$ cat src/rtl/cmpsel_map.svh
// Register offsets, reset values and field positions of the comparator input select block.
`ifndef CMPSEL_MAP_SVH
`define CMPSEL_MAP_SVH
`define CMPSEL_SFR_PAGE 4'h0
`define CMPSEL_ADDR_CMP1 8'h9e
`define CMPSEL_ADDR_CMP0 8'h9f
`define CMPSEL_RESET_VALUE 8'hff
`define CMPSEL_NEG_RESET 11'h400
`define CMPSEL_POS0_RESET 12'h400
`define CMPSEL_POS1_RESET 12'h800
`define CMPSEL_NEG_MSB 7
`define CMPSEL_NEG_LSB 4
`define CMPSEL_POS_MSB 3
`define CMPSEL_POS_LSB 0
`endif

$ cat src/rtl/cmpsel_pkg.sv
// Types shared by the comparator input select block.
package cmpsel_pkg;
  // One-hot select lines of a negative multiplexer.
  // Bits: 0 P0.1, 1 P0.3, 2 P0.5, 3 P1.5, 4 P1.7, 5 P2.1, 6 P2.3,
  // 7 compare reference, 8 battery halved, 9 digital supply, 10 ground.
  typedef logic [10:0] cmpsel_neg_type;
  // One-hot select lines of a positive multiplexer.
  // Bits: 0 P0.0, 1 P0.2, 2 P0.4, 3 P0.6, 4 P1.4, 5 P1.6, 6 P2.0, 7 P2.2,
  // 8 compare reference, 9 battery halved, 10 battery supply, 11 converter supply rail.
  typedef logic [11:0] cmpsel_pos_type;
endpackage

$ cat src/rtl/cmpsel_top.sv
// Comparator input select registers on the special-function bus and their mux selects.
`timescale 1ns/1ps
`default_nettype none
`include "cmpsel_map.svh"
module cmpsel_top (
  input wire logic i_clk,
  input wire logic i_reset_n,
  input wire logic [3:0] i_sfr_page,
  input wire logic [7:0] i_sfr_addr,
  input wire logic i_sfr_wr,
  input wire logic i_sfr_rd,
  input wire logic [7:0] i_sfr_wdata,
  output logic [7:0] o_sfr_rdata,
  output logic o_sfr_hit,
  output logic [10:0] o_cmp0_negative_select,
  output logic [11:0] o_cmp0_positive_select,
  output logic [10:0] o_cmp1_negative_select,
  output logic [11:0] o_cmp1_positive_select
);
  import cmpsel_pkg::*;

  // --------------------------------------------------------------
  // Bus timing
  // --------------------------------------------------------------
  // An access is taken at the rising edge that sees a strobe high.
  // Read data and the hit flag are registered, so they change at that same
  // edge and stand for exactly one cycle.
  // Outside a read the data lines rest at zero, so a shared read bus can
  // simply OR the answers of several blocks together.
  // A read and a write in the same cycle return the old register value.
  // Only page zero maps; every other page or address is ignored.

  // --------------------------------------------------------------
  // Address decode
  // --------------------------------------------------------------
  function automatic logic addr_is(input logic [3:0] page, input logic [7:0] addr,
                                   input logic [7:0] want);
    addr_is = (page == `CMPSEL_SFR_PAGE) && (addr == want);
  endfunction

  wire sel0 = addr_is(i_sfr_page, i_sfr_addr, `CMPSEL_ADDR_CMP0);
  wire sel1 = addr_is(i_sfr_page, i_sfr_addr, `CMPSEL_ADDR_CMP1);

  logic [7:0] cmp0_sel_r;
  logic [7:0] cmp1_sel_r;
  logic [7:0] cmp0_sel_nxt;
  logic [7:0] cmp1_sel_nxt;
  logic [7:0] rdata_nxt;
  logic hit_nxt;
  logic wr0_go;
  logic wr1_go;
  logic rd0_go;
  logic rd1_go;

  // Strobes qualified by the address match, one per register and direction.
  assign wr0_go = i_sfr_wr && sel0;
  assign wr1_go = i_sfr_wr && sel1;
  assign rd0_go = i_sfr_rd && sel0;
  assign rd1_go = i_sfr_rd && sel1;

  // Write path: a matching write stores the whole byte, reserved codes included.
  assign cmp0_sel_nxt = wr0_go ? i_sfr_wdata : cmp0_sel_r;
  assign cmp1_sel_nxt = wr1_go ? i_sfr_wdata : cmp1_sel_r;
  // Read path: unmapped reads return zero and no hit.
  assign rdata_nxt = rd0_go ? cmp0_sel_r : rd1_go ? cmp1_sel_r : 8'h00;
  assign hit_nxt = (i_sfr_rd || i_sfr_wr) && (sel0 || sel1);

  // --------------------------------------------------------------
  // Registers
  // --------------------------------------------------------------
  // Select registers come up at all ones so both comparators see code 1111.
  always_ff @(posedge i_clk) begin
    if (!i_reset_n) begin
      cmp0_sel_r <= `CMPSEL_RESET_VALUE;
      cmp1_sel_r <= `CMPSEL_RESET_VALUE;
      o_sfr_rdata <= 8'h00;
      o_sfr_hit <= 1'b0;
    end else begin
      cmp0_sel_r <= cmp0_sel_nxt;
      cmp1_sel_r <= cmp1_sel_nxt;
      o_sfr_rdata <= rdata_nxt;
      o_sfr_hit <= hit_nxt;
    end
  end

  // --------------------------------------------------------------
  // Decoders and registered select outputs
  // --------------------------------------------------------------
  cmpsel_neg_type neg0_nxt;
  cmpsel_neg_type neg1_nxt;
  cmpsel_pos_type pos0_nxt;
  cmpsel_pos_type pos1_nxt;

  // Decode the next register value so outputs track the register in the same cycle.
  cmpsel_decode #(.CONVERTER_AT_TOP(1'b0)) u_dec0 (
    .i_select(cmp0_sel_nxt),
    .o_neg(neg0_nxt),
    .o_pos(pos0_nxt)
  );
  cmpsel_decode #(.CONVERTER_AT_TOP(1'b1)) u_dec1 (
    .i_select(cmp1_sel_nxt),
    .o_neg(neg1_nxt),
    .o_pos(pos1_nxt)
  );

  // Select lines after reset show code 1111: ground, battery, ground, converter rail.
  always_ff @(posedge i_clk) begin
    if (!i_reset_n) begin
      o_cmp0_negative_select <= `CMPSEL_NEG_RESET;
      o_cmp0_positive_select <= `CMPSEL_POS0_RESET;
      o_cmp1_negative_select <= `CMPSEL_NEG_RESET;
      o_cmp1_positive_select <= `CMPSEL_POS1_RESET;
    end else begin
      o_cmp0_negative_select <= neg0_nxt;
      o_cmp0_positive_select <= pos0_nxt;
      o_cmp1_negative_select <= neg1_nxt;
      o_cmp1_positive_select <= pos1_nxt;
    end
  end

  // Field views of the stored registers for the checks below.
  logic [3:0] neg0_fld;
  logic [3:0] pos0_fld;
  logic [3:0] neg1_fld;
  logic [3:0] pos1_fld;
  assign neg0_fld = cmp0_sel_r[`CMPSEL_NEG_MSB:`CMPSEL_NEG_LSB];
  assign pos0_fld = cmp0_sel_r[`CMPSEL_POS_MSB:`CMPSEL_POS_LSB];
  assign neg1_fld = cmp1_sel_r[`CMPSEL_NEG_MSB:`CMPSEL_NEG_LSB];
  assign pos1_fld = cmp1_sel_r[`CMPSEL_POS_MSB:`CMPSEL_POS_LSB];
endmodule // cmpsel_top
`default_nettype wire

$ cat src/rtl/cmpsel_decode.sv
// Decoder from one select register to the one-hot mux select lines.
`timescale 1ns/1ps
`default_nettype none
module cmpsel_decode #(
  parameter bit CONVERTER_AT_TOP = 1'b0
) (
  input wire logic [7:0] i_select,
  output logic [10:0] o_neg,
  output logic [11:0] o_pos
);
  // --------------------------------------------------------------
  // Field decoding
  // --------------------------------------------------------------
  logic [3:0] neg_code;
  logic [3:0] pos_code;
  assign neg_code = i_select[7:4];
  assign pos_code = i_select[3:0];

  // Negative map, identical for both comparators; reserved codes drive nothing.
  always_comb begin
    o_neg = 11'h000;
    unique case (neg_code)
      4'h0: o_neg[0] = 1'b1;
      4'h1: o_neg[1] = 1'b1;
      4'h2: o_neg[2] = 1'b1;
      4'h6: o_neg[3] = 1'b1;
      4'h7: o_neg[4] = 1'b1;
      4'h8: o_neg[5] = 1'b1;
      4'h9: o_neg[6] = 1'b1;
      4'hc: o_neg[7] = 1'b1;
      4'hd: o_neg[8] = 1'b1;
      4'he: o_neg[9] = 1'b1;
      4'hf: o_neg[10] = 1'b1;
      default: o_neg = 11'h000;
    endcase
  end

  // Positive map; code f picks the battery or the converter rail per instance.
  always_comb begin
    o_pos = 12'h000;
    unique case (pos_code)
      4'h0: o_pos[0] = 1'b1;
      4'h1: o_pos[1] = 1'b1;
      4'h2: o_pos[2] = 1'b1;
      4'h3: o_pos[3] = 1'b1;
      4'h6: o_pos[4] = 1'b1;
      4'h7: o_pos[5] = 1'b1;
      4'h8: o_pos[6] = 1'b1;
      4'h9: o_pos[7] = 1'b1;
      4'hc: o_pos[8] = 1'b1;
      4'hd: o_pos[9] = 1'b1;
      4'he: o_pos[10] = 1'b1;
      4'hf: begin
        if (CONVERTER_AT_TOP) begin
          o_pos[11] = 1'b1;
        end else begin
          o_pos[10] = 1'b1;
        end
      end
      default: o_pos = 12'h000;
    endcase
  end
endmodule // cmpsel_decode
`default_nettype wire

$ cat config.mk
export PLATFORM = sky130hd
export DESIGN_NAME = cmpsel_top
export DESIGN_NICKNAME = d
export VERILOG_FILES = /design/src/rtl/cmpsel_pkg.sv /design/src/rtl/cmpsel_top.sv /design/src/rtl/cmpsel_decode.sv
export VERILOG_INCLUDE_DIRS = /design/src /design/src/rtl
export SDC_FILE = /design/constraint.sdc
export NUM_CORES = 1
export LEC_CHECK = 0
export ABC_AREA = 0
export BUFFER_PORTS_ARGS = -buffer_cell sky130_fd_sc_hd__buf_2
export CAP_MARGIN = 40
export CORE_MARGIN = 2
export CORE_UTILIZATION = 40
export CTS_BUF_LIST = sky130_fd_sc_hd__clkbuf_2 sky130_fd_sc_hd__clkbuf_4 sky130_fd_sc_hd__clkbuf_8
export CTS_CLUSTER_DIAMETER = 30
export DETAILED_ROUTE_END_ITERATION = 8
export GPL_TIMING_DRIVEN = 0
export MAX_ROUTING_LAYER = met4
export PLACE_DENSITY = 0.61
export SLEW_MARGIN = 20
export SYNTH_ARGS = -nofsm -noshare
export SYNTH_HDL_FRONTEND = slang
export SYNTH_HIERARCHICAL = 1
export SYNTH_SLANG_ARGS = --single-unit
$ cat constraint.sdc
create_clock -name i_clk -period 4.65 [get_ports i_clk]
set_input_delay 0.465 -clock i_clk [delete_from_list [all_inputs] [get_ports i_clk]]
set_output_delay 0.465 -clock i_clk [all_outputs]
set_load 0.02 [all_outputs]
# After elaboration in Yosys (flattened, before gate mapping)
# Cells that the tools add are included.
# totals
ff_bits,71
elab_cells,117
# classes
mux,49
reduce_logical,15
eq_ne,44
# ops
operator,n
4-bit == test (second input constant),24
1-bit 2-to-1 mux,45
4-bit by 3-bit == test with 1-bit output (second input constant),8
8-bit 2-to-1 mux,4
4-bit by 2-bit == test with 1-bit output (second input constant),6
4-bit zero test,5
4-bit by 1-bit == test with 1-bit output (second input constant),4
8-bit == test (second input constant),2
1-bit logical AND,7
1-bit logical OR,2
2-bit OR reduction,1

# Logic depth before layout (Yosys ltp)
# logic_depth
depth_word,7
mapped_depth,8

# Hierarchy
# Netlist, hierarchy kept.
# modules_own_cells
module,area_each_um2,seq_area_each_um2,n_inst,cells_each
cmpsel_top,2522.4,1421.4,1,213
cmpsel_decode (u_dec1),440.4,0.0,1,31
cmpsel_decode (u_dec0),319.1,0.0,1,32

# Worst setup path after synthesis
# No wires, ideal clock.
# synth_path
path_type,input to register
startpoint,input i_sfr_page[1]
endpoint,register o_cmp0_negative_select[3]
n_path_buf,2
t_arrival_ps,2077
setup_ps,115
path_stages,7
path_slack_ps,2458
required_ps,4535
path_cell_list,nor4b_4 -> nand4_4 -> buf_6 -> mux2_4 -> buf_2 -> and4bb_1 -> and2_1
# synth_via
elab_chain_len,6
# synth_lines
element,line,rtl
from (decl),cmpsel_top.sv:8,"input wire logic [3:0] i_sfr_page,"
4-bit zero test (no source line),-,
1-bit logical AND,cmpsel_top.sv:38,addr_is = (page == `CMPSEL_SFR_PAGE) && (addr == want);
1-bit logical AND,cmpsel_top.sv:56,assign wr0_go = i_sfr_wr && sel0;
8-bit 2-to-1 mux,cmpsel_top.sv:62,assign cmp0_sel_nxt = wr0_go ? i_sfr_wdata : cmp0_sel_r;
via cmp0_sel_nxt[5],cmpsel_top.sv:46,logic [7:0] cmp0_sel_nxt;
4-bit by 3-bit == test with 1-bit output,cmpsel_decode.sv:22,unique case (neg_code)
1-bit 2-to-1 mux,cmpsel_decode.sv:22,
via neg0_nxt[3],cmpsel_top.sv:89,cmpsel_neg_type neg0_nxt;
to (signal assigned),cmpsel_top.sv:109,o_cmp0_negative_select <= `CMPSEL_NEG_RESET;
to (signal assigned),cmpsel_top.sv:114,o_cmp0_negative_select <= neg0_nxt;
to (decl),cmpsel_top.sv:15,"output logic [10:0] o_cmp0_negative_select,"
# The timed path passes the listed nets, and every way through them passes these cells.
# A chain may end at the register's enable or synchronous reset.

# Worst setup path after layout
# layout_path
startpoint,input i_sfr_addr[6]
endpoint,register o_cmp0_negative_select[5]
# layout_via
elab_chain_len,6
# layout_lines
element,line,rtl
from (decl),cmpsel_top.sv:9,"input wire logic [7:0] i_sfr_addr,"
8-bit == test,cmpsel_top.sv:38,
1-bit logical AND,cmpsel_top.sv:38,
1-bit logical AND,cmpsel_top.sv:56,
8-bit 2-to-1 mux,cmpsel_top.sv:62,
via cmp0_sel_nxt[5],cmpsel_top.sv:46,
4-bit == test,cmpsel_decode.sv:22,
1-bit 2-to-1 mux,cmpsel_decode.sv:22,
via neg0_nxt[5],cmpsel_top.sv:89,
# The timed path passes the listed nets, and every way through them passes these cells.

==> results.py <==
metrics = {
    "critical_path": {
        "worstPathMaxFanout": 10,
        "crit_end": "o_cmp0_negative_select[5]",
        "crit_path_end_kind": "flip-flop",
        "path_class": "in2reg",
        "r2r_start": "cmp0_sel_r[3]",
        "rr_endpoint": "o_cmp0_positive_select[9]",
        "rrSetupSlack_ns": 3.39,
        "crit_start": "i_sfr_addr[6]",
        "r2r.worst_path.cells": 4,
        "cp-start-kind": "primary input",
        "cp.required_ns": 4.94,
        "worstPathArrival_ns": 2.43,
    },
    "detailed_routing": {
        "drt-total-wl_um": 6122,
        "initialDrtViolationCount": 51,
        "vias_per_cell": 4.664,
        "drc": 0,
        "postRouteAntennaNets": 0,
        "post_drt_wl_per_cell_um": 12.94,
        "via_count": 2206,
        "drt_pass1_iterations": 4,
    },
    "global_routing": {
        "met1_usage_pct": 17.04,
        "overflow": 0,
        "grt_antenna_before_repair": 0,
        "use_met2_pct": 24.46,
        "grt-busiest-layer": "met2",
        "grt_max_degree": 13,
        "grt_pass1_wl_um": 10050,
        "track_usage_pct": 15.02,
        "grt_use_met3_pct": 4.709,
        "grt_pass1_vias": 2169,
    },
    "die": {
        "core-area_um2": 8093,
        "fp.dieW_um": 94.58,
        "row_count": 33,
        "die_h_um": 94.58,
        "initial_core_util_pct": 40.55,
        "dieArea_um2": 8945,
        "num_io_pins": 79,
    },
    "synthesis": {
        "synth_area_um2": 3282,
        "ys_warn_count": 6,
        "synthTopCellsByArea": "dfxtp_1 43%, and2_1 8.4%, mux2i_1 7.3%",
        "yosysTopAreaCell": "dfxtp_1",
        "seq_area_frac_synth_pct": 43.31,
        "postSynthCellCount": 276,
        "synth_nets": 300,
        "synth_top_area_share_pct": 43.31,
        "ys_types": 26,
        "ys_seq_elements": 71,
        "avgSynthCellArea_um2": 11.89,
    },
    "cells_and_area": {
        "nets": 387,
        "most-common-layout-cells": "85 x buf_2, 71 x dfxtp_1, 44 x and2_1, 25 x nor2b_1, 24 x mux2i_1",
        "final_layout_size_suffix_gt1_share_pct": 40.49,
        "final_area_um2": 3991,
        "area_growth_pct": 21.62,
        "antenna_cells": 0,
        "layout_commonest_cell": "buf_2",
        "final_util_pct": 49.32,
        "stdcell_count": 473,
        "nFillCells": 816,
    },
    "clocking": {
        "cts.sinks": 71,
        "postCtsSetupBuffers": 0,
        "insertion_delay_ns": 0.35,
        "clkTransAtPathRegs_ns": 0.07,
        "ctsResizeCount": 0,
        "htree_num_levels": 3,
        "postCtsHoldBufs": 0,
        "cts_buffers": 9,
        "cts_tree": "yes",
        "cts-root-buf": "clkbuf_8",
        "cts_buffer_depth": 2,
    },
    "timing": {
        "grt_setup_unrepaired": "false",
        "hold_violations": 0,
        "slew_headroom_pct": 65.00,
        "skew_ns": 0.006724,
        "slew_violations": 0,
        "setup_tns_ns": 0,
        "setup_viol": 0,
        "worst_pin_slew_ns": 0.5250,
        "period_needed_ns": 2.138,
        "fin_crit_sh_pct": 45.98,
        "fmax_ghz": 0.4677,
    },
    "power": {
        "peakVddDrop_mv": 0.1813,
        "p_leak_nw": 1.955,
        "switching_share_pct": 21.95,
        "switching_power_w": 0.0002488,
        "combPwrFrac_pct": 3.4,
        "power_w": 0.001133,
        "power_density_nw_per_um2": 283.9,
        "pwr-share-clk_pct": 42.9,
        "seqPwrFrac_pct": 53.7,
        "p_int_w": 0.0008845,
    },
    "outcome": {
        "status": "complete, no violations",
    },
    "place": {
        "dpl_cell_area_um2": 3794,
        "dp.cells": 457,
        "io_buffers": 76,
        "place.gp.congestion": 0.7477,
        "dp_hpwl_um": 4272,
    },
    "min_path": {
        "holdCritPathClass": "in2reg",
    },
    "flow_run": {
        "max_cap_violations": 0,
    },
}
worst max-delay path, cell delays in order:
cell and delay (ns):
buf_2 0.11, nor4b_4 0.46, nand4_4 0.26, buf_6 0.24
mux2_4 0.30, buf_2 0.18, nor4b_2 0.27, and2_1 0.15
sequential cells by signal, summed over array words and instances (netlist names):
signal,cells
o_sfr_hit,1
o_cmp1_positive_select,12
cmp1_sel_r,8
o_cmp1_negative_select,11
o_cmp0_negative_select,11
cmp0_sel_r,8
o_sfr_rdata,8
o_cmp0_positive_select,12
through the flow:
step	worst slack, ns	hold WS (ns)
4_1_cts	2.500	0.3574
6_report	2.512	0.3779
3_3_place_gp	2.158	0.5090
3_5_place_dp	2.126	0.5213
2_1_floorplan	2.458	0.4779
5_1_grt	2.389	0.4025
power groups by stage:
stage          registers (W)  clock network [W]  logic (W)
2_1_floorplan       0.000623                  0  0.0000206
3_3_place_gp        0.000622                  0  0.0000392
3_5_place_dp        0.000622                  0  0.0000398
4_1_cts             0.000608           0.000508  0.0000399
5_1_grt             0.000608           0.000527  0.0000439
6_report            0.000608           0.000486  0.0000391
final cells by class:
type	instances	area (um^2)	share of cell area, %
Timing Repair Buffer	76	380.4	9.530
Clock inverter	6	60.06	1.505
Buffer	29	198.9	4.984
Multi-Input combinational cell	176	1662	41.63
Sequential cell	71	1421	35.61
Clock buffer	10	137.6	3.448
Tap cell	105	131.4	3.292
logic make-up (layout without fill, tap and decap cells):
family                 after synthesis  in the layout  share of synthesized area [%]
other                                1              1                         0.1143
DFF                                 71             71                          43.31
buffers and inverters               29            121                          6.062
and+or+nand+nor                    134            134                          37.02
AOI/OAI and AO/OA                    1              1                         0.2288
muxes                               40             40                          13.27
layer usage:
| metal | wire [um] | vias up |
|---|---|---|
| li1 | - | 1131 |
| met1 | 2743 | 1015 |
| met2 | 2997 | 53 |
| met3 | 331 | 7 |
| met4 | 49 | 0 |
| met5 | 0 | - |
Yosys cell counts, drive strengths merged:
cell type  number
mux2           16
nor4b          14
and2           44
clkbuf          9
nor2b          25
and3            2
and4            3
conb            1
nand2b          4
and4bb         14
nor4            4
o211ai          1
dfxtp          71
nand2           1
nand4           3
and4b          11
mux2i          24
buf            20
nor2            9
worst min-delay path by stage:
stage	end	cells after the start	startpoint
4_1_cts	o_sfr_hit	3	i_sfr_rd
3_5_place_dp	o_sfr_rdata[4]	2	cmp0_sel_r[4]
5_1_grt	o_sfr_hit	3	i_sfr_rd
2_1_floorplan	o_sfr_rdata[0]	2	cmp1_sel_r[0]
3_3_place_gp	o_sfr_rdata[4]	2	cmp1_sel_r[4]
6_report	o_sfr_hit	3	i_sfr_rd
Power figures use the tool's default switching activity.
